==> src/inc/cmd_engine_pkg.sv <==
package cmd_engine_pkg;

  // ************************************************************
  // host port map
  // ************************************************************
  localparam logic [9:0] MAIN_STATUS_ADDR = 10'h3f4;
  localparam logic [9:0] DATA_PORT_ADDR = 10'h3f5;

  // ************************************************************
  // opcode layout and codes
  // ************************************************************
  localparam int OPT_MT_BIT = 7;
  localparam int OPT_DENSITY_BIT = 6;
  localparam int OPT_SKIP_BIT = 5;
  localparam logic [4:0] OP_READ_DATA = 5'h06;
  localparam logic [4:0] OP_READ_TRACK = 5'h02;
  localparam logic [4:0] OP_READ_DELETED = 5'h0c;
  localparam logic [4:0] OP_READ_ID = 5'h0a;
  localparam logic [4:0] OP_WRITE_DATA = 5'h05;
  localparam logic [4:0] OP_WRITE_DELETED = 5'h09;
  localparam logic [4:0] OP_FORMAT = 5'h0d;
  localparam logic [4:0] OP_SCAN_EQ = 5'h11;
  localparam logic [4:0] OP_SCAN_LE = 5'h19;
  localparam logic [4:0] OP_SCAN_HE = 5'h1d;
  localparam logic [4:0] OP_RECAL = 5'h07;
  localparam logic [4:0] OP_SENSE_INT = 5'h08;
  localparam logic [4:0] OP_SPECIFY = 5'h03;
  localparam logic [4:0] OP_SEEK = 5'h0f;
  localparam logic [4:0] OP_SENSE_DRIVE = 5'h04;
  localparam logic [7:0] INVALID_ST0 = 8'h80;
  localparam logic [7:0] ST1_ZERO_MASK = 8'hb7;
  localparam logic [7:0] ST2_ZERO_MASK = 8'h7f;
  localparam logic [3:0] MAX_CMD_BYTES = 4'h9;
  localparam logic [2:0] MAX_RESULT_BYTES = 3'h7;

  // ************************************************************
  // status byte layouts
  // ************************************************************
  typedef struct packed {
    logic host_transfer_ok;
    logic transfer_direction;
    logic executing_flag;
    logic controller_busy;
    logic drive3_seeking;
    logic drive2_seeking;
    logic drive1_seeking;
    logic drive0_seeking;
  } main_status_t;

  typedef struct packed {
    logic irq_cause_a;
    logic irq_cause_b;
    logic positioning_done;
    logic unit_trouble;
    logic drive_absent;
    logic head_index;
    logic drive_sel_hi;
    logic drive_sel_lo_alt;
  } status_zero_t;

  typedef struct packed {
    logic cylinder_end;
    logic zero6;
    logic crc_fault_id;
    logic data_overrun;
    logic zero3;
    logic sector_missing;
    logic write_refused;
    logic id_sync_absent;
  } status_one_t;

  typedef struct packed {
    logic zero7;
    logic deleted_seen;
    logic crc_fault_field;
    logic track_mismatch;
    logic compare_hit;
    logic compare_unmet;
    logic bad_track;
    logic field_sync_absent;
  } status_two_t;

  typedef struct packed {
    logic drive_fault;
    logic write_protected;
    logic drive_ready;
    logic at_outer_track;
    logic double_sided;
    logic head_index;
    logic drive_sel_hi;
    logic drive_sel_lo;
  } status_three_t;

  // ************************************************************
  // decoder and execution carriers
  // ************************************************************
  typedef struct packed {
    logic valid;
    logic [3:0] cmd_bytes;
    logic [2:0] result_bytes;
  } cmd_info_t;

  typedef struct packed {
    logic [4:0] cmd_code;
    logic multi_track;
    logic double_density_sel;
    logic bypass_deleted;
    logic head_index;
    logic drive_sel_hi;
    logic drive_sel_lo;
    logic [7:0] cylinder;
    logic [7:0] head_no;
    logic [7:0] sector;
    logic [7:0] size_code;
    logic [7:0] last_sector;
    logic [7:0] gap_three_len;
    logic [7:0] transfer_length;
    logic [8:0][7:0] raw_bytes;
  } exec_request_t;

  typedef struct packed {
    status_zero_t st0;
    status_one_t st1;
    status_two_t st2;
    status_three_t st3;
    logic [7:0] cylinder;
    logic [7:0] head_no;
    logic [7:0] sector;
    logic [7:0] size_code;
  } exec_result_t;

endpackage

==> src/floppy_command_phase_engine.sv <==
`timescale 1ns/1ps
// Overview of operation
// - two 8-bit ports: status, then data
// - status port readable in every phase
// - data port walks an internal byte stack
// - fifteen commands are recognised, fourteen of them multi-byte
// - command, execution, result phases in order
// - last parameter starts execution automatically
// - last result read ends the command
// - new command refused until results drained
// - result status bytes only in result phase
// - main status bit layout, drives busy low
// - status zero bit layout
// - status one layout, bits 6 and 3 zero
// - status two layout, bit 7 zero
// - status three layout
// - opcode bits 7, 6 are track and density
// - bit 5 skips deleted marks on reads
// - unit byte gives head and drive select
// - nine-byte parameter order fixed
// - data commands return seven result bytes
// - read track forbids multi-track, reads whole track
// - read identifier returns captured sector id
// - low five opcode bits select the command
// - invalid opcode answers status zero, msb set
module floppy_command_phase_engine (
  input wire logic core_clk,
  input wire logic nrst,
  input wire logic [9:0] io_addr,
  input wire logic io_rd,
  input wire logic io_wr,
  input wire logic [7:0] io_wdata,
  output logic [7:0] io_rdata,
  output logic exec_start,
  output cmd_engine_pkg::exec_request_t exec_req,
  input wire logic exec_done,
  input wire cmd_engine_pkg::exec_result_t exec_res,
  input wire logic [3:0] drive_seeking,
  output cmd_engine_pkg::status_zero_t result_status_zero,
  output cmd_engine_pkg::status_one_t result_status_one,
  output cmd_engine_pkg::status_two_t result_status_two,
  output cmd_engine_pkg::status_three_t result_status_three
);

  // ************************************************************
  // phase machine and state record
  // ************************************************************
  typedef enum logic [3:0] {
    PH_IDLE = 4'b0001,
    PH_PARAM = 4'b0010,
    PH_EXEC = 4'b0100,
    PH_RESULT = 4'b1000
  } phase_t;

  typedef struct packed {
    phase_t phase;
    logic [3:0] count;
    cmd_engine_pkg::cmd_info_t info;
    logic [8:0][7:0] bytes;
    logic [7:0] rdata;
    logic start;
    cmd_engine_pkg::exec_request_t req;
    cmd_engine_pkg::main_status_t msr;
    cmd_engine_pkg::status_zero_t st0;
    cmd_engine_pkg::status_one_t st1;
    cmd_engine_pkg::status_two_t st2;
    cmd_engine_pkg::status_three_t st3;
  } engine_state_t;

  engine_state_t state_reg;
  engine_state_t state_next;

  // ************************************************************
  // helpers
  // ************************************************************
  cmd_engine_pkg::cmd_info_t op_info;
  logic [7:0] stack_head;
  logic stack_last;
  logic stack_load;
  logic [6:0][7:0] stack_bytes;
  logic [2:0] stack_count;
  logic stack_pop;
  logic status_sel;
  logic data_sel;

  assign status_sel = io_addr == cmd_engine_pkg::MAIN_STATUS_ADDR;
  assign data_sel = io_addr == cmd_engine_pkg::DATA_PORT_ADDR;

  opcode_decoder u_decoder (
    .opcode(io_wdata),
    .info(op_info)
  );

  result_stack u_stack (
    .core_clk(core_clk),
    .nrst(nrst),
    .load(stack_load),
    .load_bytes(stack_bytes),
    .load_count(stack_count),
    .pop(stack_pop),
    .head_byte(stack_head),
    .last_byte(stack_last)
  );

  // builds the execution request from the collected command bytes
  function automatic cmd_engine_pkg::exec_request_t
      make_request(input logic [8:0][7:0] b);
    cmd_engine_pkg::exec_request_t r;
    r = '0;
    r.raw_bytes = b;
    r.cmd_code = b[0][4:0];
    r.multi_track = b[0][cmd_engine_pkg::OPT_MT_BIT];
    r.double_density_sel = b[0][cmd_engine_pkg::OPT_DENSITY_BIT];
    r.bypass_deleted = b[0][cmd_engine_pkg::OPT_SKIP_BIT];
    // bits 7..3 of the unit byte are ignored
    r.head_index = b[1][2];
    r.drive_sel_hi = b[1][1];
    r.drive_sel_lo = b[1][0];
    r.cylinder = b[2];
    r.head_no = b[3];
    r.sector = b[4];
    r.size_code = b[5];
    r.last_sector = b[6];
    r.gap_three_len = b[7];
    r.transfer_length = b[8];
    return r;
  endfunction

  // ************************************************************
  // next state
  // ************************************************************
  always_comb begin
    state_next = state_reg;
    state_next.start = 1'b0;
    stack_load = 1'b0;
    stack_bytes = '0;
    stack_count = 3'h0;
    stack_pop = 1'b0;

    // status port answers in any phase
    if (io_rd && status_sel) begin
      state_next.rdata = state_reg.msr;
    end else if (io_rd && data_sel) begin
      // outside the result phase there is nothing to hand out
      state_next.rdata = 8'h00;
    end

    case (state_reg.phase)
      PH_IDLE: begin
        state_next.count = 4'h0;
        if (io_wr && data_sel) begin
          state_next.bytes = '0;
          state_next.bytes[0] = io_wdata;
          state_next.info = op_info;
          state_next.count = 4'h1;
          if (!op_info.valid) begin
            // no execution: answer a single status zero byte
            stack_load = 1'b1;
            stack_bytes[0] = cmd_engine_pkg::INVALID_ST0;
            stack_count = 3'h1;
            state_next.st0 = cmd_engine_pkg::INVALID_ST0;
            state_next.phase = PH_RESULT;
          end else if (op_info.cmd_bytes == 4'h1) begin
            state_next.req = make_request(state_next.bytes);
            state_next.start = 1'b1;
            state_next.phase = PH_EXEC;
          end else begin
            state_next.phase = PH_PARAM;
          end
        end
      end
      PH_PARAM: begin
        if (io_wr && data_sel) begin
          state_next.bytes[state_reg.count] = io_wdata;
          state_next.count = state_reg.count + 4'h1;
          if (state_next.count == state_reg.info.cmd_bytes) begin
            state_next.req = make_request(state_next.bytes);
            state_next.start = 1'b1;
            state_next.phase = PH_EXEC;
          end
        end
      end
      PH_EXEC: begin
        // host writes here are not taken: transfer-ready is low
        if (exec_done) begin
          state_next.st0 = exec_res.st0;
          state_next.st1 = exec_res.st1 & cmd_engine_pkg::ST1_ZERO_MASK;
          state_next.st2 = exec_res.st2 & cmd_engine_pkg::ST2_ZERO_MASK;
          state_next.st3 = exec_res.st3;
          stack_count = state_reg.info.result_bytes;
          case (state_reg.info.result_bytes)
            cmd_engine_pkg::MAX_RESULT_BYTES: begin
              stack_bytes[0] = exec_res.st0;
              stack_bytes[1] = state_next.st1;
              stack_bytes[2] = state_next.st2;
              stack_bytes[3] = exec_res.cylinder;
              stack_bytes[4] = exec_res.head_no;
              stack_bytes[5] = exec_res.sector;
              stack_bytes[6] = exec_res.size_code;
            end
            3'h2: begin
              // interrupt sense: status zero then present cylinder
              stack_bytes[0] = exec_res.st0;
              stack_bytes[1] = exec_res.cylinder;
            end
            3'h1: begin
              stack_bytes[0] = exec_res.st3;
            end
            default: begin
              stack_bytes = '0;
            end
          endcase
          if (state_reg.info.result_bytes == 3'h0) begin
            state_next.phase = PH_IDLE;
          end else begin
            stack_load = 1'b1;
            state_next.phase = PH_RESULT;
          end
        end
      end
      PH_RESULT: begin
        // writes here are dropped until the stack is drained
        if (io_rd && data_sel) begin
          state_next.rdata = stack_head;
          stack_pop = 1'b1;
          if (stack_last) begin
            state_next.phase = PH_IDLE;
          end
        end
      end
      default: begin
        state_next.phase = PH_IDLE;
      end
    endcase

    // status byte follows the phase the next cycle will be in
    state_next.msr.host_transfer_ok =
      state_next.phase != PH_EXEC;
    state_next.msr.transfer_direction =
      state_next.phase == PH_RESULT;
    state_next.msr.executing_flag = state_next.phase == PH_EXEC;
    state_next.msr.controller_busy = state_next.phase != PH_IDLE;
    state_next.msr.drive3_seeking = drive_seeking[3];
    state_next.msr.drive2_seeking = drive_seeking[2];
    state_next.msr.drive1_seeking = drive_seeking[1];
    state_next.msr.drive0_seeking = drive_seeking[0];
  end

  // ************************************************************
  // state register
  // ************************************************************
  always_ff @(posedge core_clk) begin
    if (!nrst) begin
      state_reg <= '0;
      state_reg.phase <= PH_IDLE;
      state_reg.msr.host_transfer_ok <= 1'b1;
    end else begin
      state_reg <= state_next;
    end
  end

  assign io_rdata = state_reg.rdata;
  assign exec_start = state_reg.start;
  assign exec_req = state_reg.req;
  assign result_status_zero = state_reg.st0;
  assign result_status_one = state_reg.st1;
  assign result_status_two = state_reg.st2;
  assign result_status_three = state_reg.st3;

endmodule // floppy_command_phase_engine

==> src/opcode_decoder.sv <==
`timescale 1ns/1ps
module opcode_decoder (
  input wire logic [7:0] opcode,
  output cmd_engine_pkg::cmd_info_t info
);

  // ************************************************************
  // per-command byte counts and permitted option bits
  // ************************************************************
  logic [2:0] allowed;
  logic known;

  always_comb begin
    known = 1'b1;
    allowed = 3'b000;
    info = '0;
    case (opcode[4:0])
      cmd_engine_pkg::OP_READ_DATA: begin
        allowed = 3'b111;
        info.cmd_bytes = 4'h9;
        info.result_bytes = 3'h7;
      end
      cmd_engine_pkg::OP_READ_TRACK: begin
        allowed = 3'b011;
        info.cmd_bytes = 4'h9;
        info.result_bytes = 3'h7;
      end
      cmd_engine_pkg::OP_READ_DELETED: begin
        allowed = 3'b111;
        info.cmd_bytes = 4'h9;
        info.result_bytes = 3'h7;
      end
      cmd_engine_pkg::OP_READ_ID: begin
        allowed = 3'b010;
        info.cmd_bytes = 4'h2;
        info.result_bytes = 3'h7;
      end
      cmd_engine_pkg::OP_WRITE_DATA, cmd_engine_pkg::OP_WRITE_DELETED: begin
        allowed = 3'b110;
        info.cmd_bytes = 4'h9;
        info.result_bytes = 3'h7;
      end
      cmd_engine_pkg::OP_FORMAT: begin
        allowed = 3'b010;
        info.cmd_bytes = 4'h6;
        info.result_bytes = 3'h7;
      end
      cmd_engine_pkg::OP_SCAN_EQ, cmd_engine_pkg::OP_SCAN_LE,
      cmd_engine_pkg::OP_SCAN_HE: begin
        allowed = 3'b111;
        info.cmd_bytes = 4'h9;
        info.result_bytes = 3'h7;
      end
      cmd_engine_pkg::OP_RECAL: begin
        info.cmd_bytes = 4'h2;
        info.result_bytes = 3'h0;
      end
      cmd_engine_pkg::OP_SENSE_INT: begin
        info.cmd_bytes = 4'h1;
        info.result_bytes = 3'h2;
      end
      cmd_engine_pkg::OP_SPECIFY, cmd_engine_pkg::OP_SEEK: begin
        info.cmd_bytes = 4'h3;
        info.result_bytes = 3'h0;
      end
      cmd_engine_pkg::OP_SENSE_DRIVE: begin
        info.cmd_bytes = 4'h2;
        info.result_bytes = 3'h1;
      end
      default: begin
        known = 1'b0;
      end
    endcase
    // forbidden option bits make the opcode invalid
    info.valid = known && ((opcode[7:5] & ~allowed) == 3'b000);
  end

endmodule // opcode_decoder

==> src/result_stack.sv <==
`timescale 1ns/1ps
module result_stack (
  input wire logic core_clk,
  input wire logic nrst,
  input wire logic load,
  input wire logic [6:0][7:0] load_bytes,
  input wire logic [2:0] load_count,
  input wire logic pop,
  output logic [7:0] head_byte,
  output logic last_byte
);

  // ************************************************************
  // stack of result bytes, slot 0 leaves first
  // ************************************************************
  typedef struct packed {
    logic [6:0][7:0] mem;
    logic [2:0] idx;
    logic [2:0] count;
  } stack_state_t;

  stack_state_t state_reg;
  stack_state_t state_next;

  always_comb begin
    state_next = state_reg;
    if (load) begin
      state_next.mem = load_bytes;
      state_next.idx = 3'h0;
      state_next.count = load_count;
    end else if (pop && state_reg.idx != state_reg.count) begin
      state_next.idx = state_reg.idx + 3'h1;
    end
  end

  always_ff @(posedge core_clk) begin
    if (!nrst) begin
      state_reg <= '0;
    end else begin
      state_reg <= state_next;
    end
  end

  assign head_byte = state_reg.mem[state_reg.idx];
  assign last_byte = (state_reg.idx + 3'h1) == state_reg.count;

endmodule // result_stack

==> config.mk <==
export PLATFORM = sky130hd
export DESIGN_NAME = floppy_command_phase_engine
export DESIGN_NICKNAME = d
export VERILOG_FILES = /design/src/inc/cmd_engine_pkg.sv /design/src/floppy_command_phase_engine.sv /design/src/opcode_decoder.sv /design/src/result_stack.sv
export SDC_FILE = /design/constraint.sdc
export NUM_CORES = 1
export LEC_CHECK = 0
export ABC_AREA = 1
export ABC_CLOCK_PERIOD_IN_PS = 2700
export BUFFER_PORTS_ARGS = -buffer_cell sky130_fd_sc_hd__buf_2
export CORE_MARGIN = 2
export CORE_UTILIZATION = 45
export CTS_CLUSTER_SIZE = 28
export DETAILED_ROUTE_END_ITERATION = 16
export GPL_ROUTABILITY_DRIVEN = 0
export GPL_TIMING_DRIVEN = 1
export HOLD_SLACK_MARGIN = 0.05
export PLACE_DENSITY_LB_ADDON = 0.08
export SLEW_MARGIN = 10
export SYNTH_ARGS = -nofsm -noshare
export SYNTH_HDL_FRONTEND = slang
export SYNTH_SLANG_ARGS = --single-unit
==> constraint.sdc <==
create_clock -name core_clk -period 2.7 [get_ports core_clk]
set_clock_uncertainty 0.1 [all_clocks]
set_input_delay 0.135 -clock core_clk [delete_from_list [all_inputs] [get_ports core_clk]]
set_output_delay 0.135 -clock core_clk [all_outputs]
set_load 0.005 [all_outputs]
==> results.sh, run 1 <==
export IMPL_dp_hpwl_um=25200
export IMPL_ir_drop_mv=0.475
export IMPL_clk_path_buf_depth=3
export IMPL_leakage_uw=0.00737
export IMPL_ys_flop_type="dfxtp_1"
export IMPL_largest_reg_flops=95
export IMPL_r2r_cells=12
export IMPL_startpoint="io_wdata[3]"
export IMPL_synth_area_per_cell_sq_um=6.88
export IMPL_regToRegSetupSlack_ns=0.27
export IMPL_vias=12800
export IMPL_rr_startpoint="state_reg[275]$_SDFF_PN0_"
export IMPL_insertedDiodeCount=0
export IMPL_wire_per_inst_um=15.1
export IMPL_asyncSetResetFlopFracSynth_pct=0
export IMPL_synth_xor_area_share_pct=0.506
export IMPL_initial_core_util_pct=45.5
export IMPL_wirelength_um=38500
export IMPL_power_density_nw_per_um2=539
export IMPL_critPathRequiredTime_ns=3.10
export IMPL_crit_path_end="u_stack.state_reg[45]$_SDFFE_PN0P_"
export IMPL_finalMaxSlewViolations=0
export IMPL_yosysMostFrequentCell="nand2_1"
export IMPL_ys_warn_count=0
export IMPL_worstHoldPathType="input port to register"
export IMPL_criticalPathCategory="input port to register"
export IMPL_track_usage_pct=23.1
export IMPL_cpMaxStageDelayCell="dlygate4sd3_1"
export IMPL_synth_top_area_cell="dfxtp_1"
export IMPL_grt_max_degree=77
export IMPL_numClockSinks=266
export IMPL_first_global_vias=11700
export IMPL_synth_cell_types=47
export IMPL_drive_above_1_share_pct=18.7
export IMPL_hold_violations=0
export IMPL_rows=64
export IMPL_fp_dieH_um=179
export IMPL_grt_pass1_wl_um=59900
export IMPL_synth_top_area_share_pct=38.5
export IMPL_syn2layout_area_growth_pct=16.3
export IMPL_synth_seq_cells=266
export IMPL_fin_area_sq_um=16100
export IMPL_dp_cells=2412
export IMPL_muxShareOfSynthArea_pct=0.0814
export IMPL_clk_latency_ns=0.55
export IMPL_fin_nets=2226
export IMPL_post_route_min_period_ns=2.57
export IMPL_drc=0
export IMPL_maxCapViolCount=0
export IMPL_setup_violations_final=0
export IMPL_r2r_end="exec_req[10]$_SDFFE_PN0P_"
export IMPL_netlist_top_cells_area="dfxtp_1 (38%), buf_4 (9.9%), nand2_1 (9.5%)"
export IMPL_syn_instance_count=2012
export IMPL_ant_nets=0
export IMPL_placed_area_sq_um=14200
export IMPL_startpoint_type="input port"
export IMPL_syn_cell_area_sq_um=13800
export IMPL_rsz0062_at_grt="no"
export IMPL_cts_tree="yes"
export IMPL_synthSimpleGateAreaFrac_pct=25.8
export IMPL_synth_edf_count=0
export IMPL_period_share_pct=95.3
export IMPL_crit_path_max_fanout=18
export IMPL_worst_pin_slew_ns=1.07
export IMPL_h_tree_depth=1
export IMPL_fmax_mhz=389
export IMPL_antenna_found_initial=0
export IMPL_max_stage_delay_ns=0.56
export IMPL_clkTransAtPathRegs_ns=0.06
export IMPL_die_width_um=179
export IMPL_cts_setup_buffers=0
export IMPL_viasPerCell=5.03
export IMPL_numCtsBuffers=30
export IMPL_synth_adder_area_share_pct=0.452
export IMPL_drt_iter0_markers=724
export IMPL_synth_top_family_by_area="simple AND/OR/NAND/NOR gates"
export IMPL_outcome="completed"
export IMPL_slew_headroom_pct=28.2
export IMPL_synth_common_cells="nand2_1 (351), dfxtp_1 (266), nor2_1 (249)"
export IMPL_fin_cells=2550
export IMPL_setup_tns_ns=0
export IMPL_overflow=0
export IMPL_worst_ep_arrival_time_ns=2.97
export IMPL_core_sq_um=30400
export IMPL_post_route_util_pct=52.9
export IMPL_die_area_sq_um=32200
export IMPL_synth_compound_area_share_pct=15.2
export IMPL_yosysSeqAreaShare_pct=38.5
export IMPL_path_cells="dlygate4sd3_1, clkbuf_4, inv_1, nand2_2, inv_1, nor3_1, nor2_4, nand3_4, buf_4, nand3_1, a21oi_1, dlygate4sd3_1"
export IMPL_firstDrtPassIters=5
export IMPL_portBuffers=264
export IMPL_io_pins=271
export IMPL_cts_root_buf="clkbuf_16"
export IMPL_cp_end_kind="register"
export IMPL_hold_slack_ns=0.0722
==> per-stage QoR <==
stage | setup WS, ns | power [uW]
after floorplan | 0.457 | 4140
final | 0.126 | 8670
after global routing | 0.0248 | 8940
after global placement | 0.131 | 4280
after detailed placement | 0.127 | 4280
after CTS | 0.0940 | 8760
==> critical path, delay by kind of cell <==
| family | cells | cell delay, ns |
|---|---|---|
| buffers and inverters | 6 | 1.88 |
| AOI/OAI and AO/OA | 1 | 0.13 |
| and+or+nand+nor | 5 | 0.82 |
==> report_power, final <==
part           total [uW]  switching [uW]  internal [uW]
registers            3930            1.02           3930
clock network        4380            1650           2730
logic                 356             204            152
==> per-layer routing <==
metal  share of wire, %  global-route usage (%)  wire, um
met4                3.2                    7.69      1220
met1                 43                    28.2     16500
met5                  0                       0         0
met2                 49                    41.8     19000
met3                4.4                    3.08      1710
==> cells in the final DEF, fill, tap and decap left out, drive strengths merged, types with 7 or more instances in the layout <==
cell	n
a21oi	168
a31oi	16
buf	306
clkbuf	46
dfxtp	266
dlygate4sd3	82
inv	209
nand2	356
nand3	109
nand4	15
nor2	264
nor3	7
nor4	62
o21ai	178
o22ai	7
==> logic make-up after synthesis <==
family	Yosys count
XOR/XNOR	8
buffers and inverters	514
multiplexers	1
AND/OR/NAND/NOR	820
other	1
AO/OA/AOI/OAI	397
adder cells (fa/ha/maj)	5
flip-flops	266
==> layout make-up <==
class                   count  area (sq um)
clock inverters            11           180
clock buffers              45           888
multi-input cells        1234          5850
well taps                 396           495
inverters                 209           790
repair buffers            389          2550
flip-flops and latches    266          5330
fillers                  3095         14300
==> worst min path at each step <==
stage / from / endpoint / slack, ns / depth (start not counted)
after floorplan: drive_seeking[0] / state_reg[32]$_SDFF_PN0_ / 0.13 / 2
after global placement: drive_seeking[3] / state_reg[35]$_SDFF_PN0_ / 0.22 / 3
after detailed placement: drive_seeking[3] / state_reg[35]$_SDFF_PN0_ / 0.22 / 3
after CTS: io_addr[0] / io_rdata[1]$_SDFF_PN0_ / 0.05 / 6
after global routing: io_addr[0] / state_reg[188]$_SDFFE_PN0P_ / 0.11 / 6
final: io_addr[0] / state_reg[36]$_SDFF_PN0_ / 0.07 / 5
==> repair_timing <==
action	4_1_cts	5_1_grt
endpoints found under the hold margin	131	0
setup endpoints to repair	0	15
hold buffers	82	0
resized for setup	0	3
No activity file was read; power rests on OpenSTA's default activity.
==> run 2, diff against run 1 <==
PLACE_DENSITY = 0.66   (was not set)
PLACE_DENSITY_LB_ADDON = not set   (was 0.08)
==> results.sh, run 2 (synthesized netlist as in run 1, its figures left out) <==
export IMPL_outcome="completed"
export IMPL_leakage_uw=0.00736
export IMPL_cp_end_kind="register"
export IMPL_fmax_mhz=393
export IMPL_crit_path_max_fanout=13
export IMPL_initial_core_util_pct=45.5
export IMPL_wire_per_inst_um=15.0
export IMPL_h_tree_depth=1
export IMPL_setup_violations_final=0
export IMPL_post_route_min_period_ns=2.55
export IMPL_cpMaxStageDelayCell="dlygate4sd3_1"
export IMPL_numClockSinks=266
export IMPL_p_switching_uw=1880
export IMPL_ir_drop_mv=0.531
export IMPL_path_cells="dlygate4sd3_1, buf_4, inv_1, nand2_1, inv_1, nor2_1, nor2_1, nand3_1, nand2_2, nand3_2, nand2_1, nand2_2, nand2_1, a21oi_1, dlygate4sd3_1"
export IMPL_antenna_found_initial=0
export IMPL_cell_internal_pwr_uw=6630
export IMPL_slew_headroom_pct=30.9
export IMPL_largest_reg_flops=95
export IMPL_fp_dieH_um=179
export IMPL_crit_top_cell="nand2_1"
export IMPL_worstHoldPathType="input port to register"
export IMPL_most_common_layout_cells="nand2_1 (349), dfxtp_1 (265), buf_2 (262)"
export IMPL_die_width_um=179
export IMPL_core_sq_um=30400
export IMPL_die_area_sq_um=32200
export IMPL_wirelength_um=38100
export IMPL_hold_slack_ns=0.0821
export IMPL_grt_pass1_wl_um=60600
export IMPL_finalMaxSlewViolations=0
export IMPL_clkTransAtPathRegs_ns=0.06
export IMPL_clk_path_buf_depth=3
export IMPL_worst_ep_arrival_time_ns=2.89
export IMPL_hold_violations=0
export IMPL_firstDrtPassIters=6
export IMPL_numCtsBuffers=30
export IMPL_sw_frac_of_total_pct=22.1
export IMPL_rows=64
export IMPL_pwr_share_comb_pct=4.2
export IMPL_cts_tree="yes"
export IMPL_critPathRequiredTime_ns=3.04
export IMPL_period_share_pct=94.3
export IMPL_crit_buf_inv=5
export IMPL_power_density_nw_per_um2=530
export IMPL_maxCapViolCount=0
export IMPL_ant_nets=0
export IMPL_vias=13100
export IMPL_insertedDiodeCount=0
export IMPL_syn2layout_area_growth_pct=16.0
export IMPL_final_common_cell="nand2_1"
export IMPL_cts_root_buf="clkbuf_16"
export IMPL_clkPwrFrac_pct=49.7
export IMPL_setup_tns_ns=0
export IMPL_criticalPathCategory="input port to register"
export IMPL_num_fill_cells=2908
export IMPL_portBuffers=264
export IMPL_startpoint_type="input port"
export IMPL_drc=0
export IMPL_first_global_vias=12000
export IMPL_io_pins=271
export IMPL_track_usage_pct=23.1
export IMPL_drive_above_1_share_pct=18.1
export IMPL_viasPerCell=5.15
export IMPL_overflow=0
export IMPL_drt_iter0_markers=1080
export IMPL_clk_latency_ns=0.56
export IMPL_p_seq_share_pct=46.2
export IMPL_grt_max_degree=82
export IMPL_max_stage_delay_ns=0.58
export IMPL_regToRegSetupSlack_ns=0.16
export IMPL_worst_pin_slew_ns=1.03
export IMPL_fin_nets=2223
export IMPL_dp_hpwl_um=23700
export IMPL_path_delay_family="buffers and inverters"
run 2: path summary, 6_finish.rpt:
kind	cells past startpoint	end	from
worst max-delay path	15	result_status_zero[5]$_SDFFE_PN0P_	io_wdata[2]
worst min-delay path	5	state_reg[260]$_SDFFE_PN0P_	io_addr[9]
worst max register to register	8	result_status_two[5]$_SDFFE_PN0P_	state_reg[272]$_SDFF_PN1_
worst min register to register	2	u_stack.state_reg[42]$_SDFFE_PN0P_	u_stack.state_reg[42]$_SDFFE_PN0P_
run 2: layer usage:
metal | up-vias | track usage, % | share of wire [%]
li1 | 6555 | - | -
met1 | 6008 | 30.4 | 43
met2 | 455 | 39.4 | 47
met3 | 85 | 3.50 | 6.7
met4 | 0 | 6.55 | 2.6
met5 | - | 0 | 0
run 2: final cells by class:
cell class / instances / area, sq um / area share [%]
sequential: 266 / 5330 / 33.2
clock buffer: 47 / 936 / 5.83
timing repair buffer: 386 / 2550 / 15.9
tap: 396 / 495 / 3.09
inverter: 209 / 790 / 4.92
clock inverter: 8 / 97.6 / 0.608
multi-input combinational: 1234 / 5850 / 36.5
run 2: stage by stage:
| step | area (sq um) | cells | power (uW) | utilization, % | worst slack (ns) |
|---|---|---|---|---|---|
| final | 16100 | 2546 | 8510 | 52.8 | 0.153 |
| after global routing | 16100 | 2546 | 8750 | 52.8 | -0.00987 |
| after CTS | 16000 | 2546 | 8570 | 52.7 | 0.0107 |
| after detailed placement | 14100 | 2399 | 4270 | 46.3 | 0.241 |
| after global placement | 14100 | 2399 | 4270 | 46.3 | 0.291 |
| after floorplan | 13800 | 2014 | 4140 | - | 0.457 |
run 2: worst reg2reg max path, stage by stage, from the launching register on:
cell           delay (ns)
dfxtp_1              0.34
or2_1                0.24
nor3_2               0.15
nand2_1              0.17
inv_2                0.41
buf_12               0.25
nand2_1              0.09
a21oi_1              0.16
dlygate4sd3_1        0.58
run 2: power groups by stage:
stage	Combinational, uW	Sequential, uW	Clock, uW
5_1_grt	383	3930	4450
3_5_place_dp	258	4020	0
4_1_cts	345	3930	4290
3_3_place_gp	256	4020	0
2_1_floorplan	128	4020	0
6_report	356	3930	4230
run 2: repair_timing:
item	4_1_cts	5_1_grt
gates resized for setup	0	6
hold buffers	92	0
hold endpoints to repair	117	0
setup endpoints to repair	0	14
setup buffers	0	0
==> run 3, diff against run 2 <==
PLACE_DENSITY = 0.67   (was 0.66)
==> results.sh, run 3 (synthesized netlist as in run 1, its figures left out) <==
export IMPL_wirelength_um=37700
export IMPL_totalPowerFinal_uw=8160
export IMPL_worst_pin_slew_ns=0.960
export IMPL_clk_latency_ns=0.54
export IMPL_clkTransAtPathRegs_ns=0.06
export IMPL_crit_top_cell="nand2_1"
export IMPL_ir_drop_mv=0.457
export IMPL_grt_pass1_wl_um=58700
export IMPL_io_pins=271
export IMPL_rr_startpoint="state_reg[272]$_SDFF_PN1_"
export IMPL_rows=64
export IMPL_die_area_sq_um=32200
export IMPL_hold_violations=0
export IMPL_path_cells="or2_1, nor3_2, nand2_1, inv_2, buf_12, nand2_1, a21oi_1, dlygate4sd3_1"
export IMPL_viasPerCell=5.10
export IMPL_fp_dieH_um=179
export IMPL_finalMaxSlewViolations=0
export IMPL_track_usage_pct=22.3
export IMPL_hold_slack_ns=0.0872
export IMPL_firstDrtPassIters=5
export IMPL_placed_area_sq_um=14200
export IMPL_grt_max_degree=108
export IMPL_h_tree_depth=1
export IMPL_maxCapViolCount=0
export IMPL_drt_iter0_markers=954
export IMPL_crit_path_end="result_status_one[2]$_SDFFE_PN0P_"
export IMPL_post_route_util_pct=52.8
export IMPL_drive_above_1_share_pct=18.0
export IMPL_regToRegSetupSlack_ns=0.13
export IMPL_final_common_cell="nand2_1"
export IMPL_cpMaxStageDelayCell="dlygate4sd3_1"
export IMPL_crit_path_max_fanout=38
export IMPL_worst_slack_ns=0.132
export IMPL_wire_per_inst_um=14.8
export IMPL_antenna_found_initial=0
export IMPL_r2r_end="result_status_one[2]$_SDFFE_PN0P_"
export IMPL_ant_nets=0
export IMPL_post_route_min_period_ns=2.57
export IMPL_setup_violations_final=0
export IMPL_startpoint="state_reg[272]$_SDFF_PN1_"
export IMPL_post_place_ws_ns=0.200
export IMPL_most_common_layout_cells="nand2_1 (349), dfxtp_1 (265), buf_2 (260)"
export IMPL_cts_tree="yes"
export IMPL_clk_path_buf_depth=3
export IMPL_numCtsBuffers=29
export IMPL_insertedDiodeCount=0
export IMPL_outcome="completed"
export IMPL_numClockSinks=266
export IMPL_power_density_nw_per_um2=508
export IMPL_die_width_um=179
export IMPL_dp_hpwl_um=23600
export IMPL_drc=0
export IMPL_fin_nets=2226
export IMPL_worst_ep_arrival_time_ns=2.95
export IMPL_syn2layout_area_growth_pct=16.0
export IMPL_max_stage_delay_ns=0.59
export IMPL_core_sq_um=30400
export IMPL_routed_top_layer="met4"
export IMPL_r2r_cells=8
export IMPL_cp_end_kind="register"
export IMPL_slew_headroom_pct=35.8
export IMPL_first_global_vias=11600
export IMPL_criticalPathCategory="register to register"
export IMPL_critPathRequiredTime_ns=3.08
export IMPL_vias=13000
export IMPL_wl_met3_um=2280
export IMPL_ff_latch_area_sq_um=5330
export IMPL_fmax_mhz=389
export IMPL_worstHoldPathType="input port to register"
export IMPL_portBuffers=264
export IMPL_period_share_pct=95.1
export IMPL_route_met2_wl_um=17600
export IMPL_wl_met1_um=16700
export IMPL_cts_root_buf="clkbuf_16"
export IMPL_num_fill_cells=2915
export IMPL_multiInputGateArea_sq_um=5870
export IMPL_cts_setup_buffers=0
export IMPL_fin_area_sq_um=16100
export IMPL_overflow=0
export IMPL_leakage_uw=0.00736
export IMPL_initial_core_util_pct=45.5
export IMPL_largest_reg_flops=95
export IMPL_startpoint_type="register"
## run 3: layer usage
metal	GRT usage [%]	vias up
met5	0	-
met4	7.33	0
met3	2.97	73
met2	37.6	452
met1	29.5	5888
li1	-	6570
## run 3: metrics by stage
stage                     setup TNS (ns)  std cells
after floorplan                        0       2014
after global placement                 0       2401
after detailed placement               0       2401
after CTS                              0       2547
after global routing             -0.0120       2547
final                                  0       2547
## run 3: critical path, delay by kind of cell, from the launching register on
kind                   cells  cell delay (ns)
DFF                        1             0.34
buffers and inverters      3             1.21
and+or+nand+nor            4             0.67
AOI/OAI and AO/OA          1             0.18
## run 3: power breakdown
group | switching [uW] | internal [uW] | total [uW]
clock network | 1600 | 2280 | 3880
registers | 1.12 | 3930 | 3930
logic | 205 | 148 | 353
## run 3: how the worst min path moves through the flow
stage               depth (start not counted)              from                           to
detailed placement                          3  drive_seeking[1]     state_reg[33]$_SDFF_PN0_
global placement                            3  drive_seeking[2]     state_reg[34]$_SDFF_PN0_
CTS                                         6             io_wr  state_reg[195]$_SDFFE_PN0P_
global route                                5             io_wr  state_reg[263]$_SDFFE_PN0P_
floorplan                                   2  drive_seeking[0]     state_reg[32]$_SDFF_PN0_
finish                                      5             io_wr  state_reg[260]$_SDFFE_PN0P_
## run 3: cell type report
type | instances | area share, %
clock inverter | 6 | 0.358
sequential | 266 | 33.2
tap | 396 | 3.09
multi-input combinational | 1234 | 36.5
timing repair buffer | 390 | 16.5
inverter | 209 | 4.92
clock buffer | 46 | 5.42
## run 3: timing repair
| action | in CTS | in global routing |
|---|---|---|
| endpoints found under the hold margin | 103 | 0 |
| hold buffers | 94 | 0 |
| resized for setup | 0 | 9 |
| endpoints found under the setup margin | 0 | 15 |
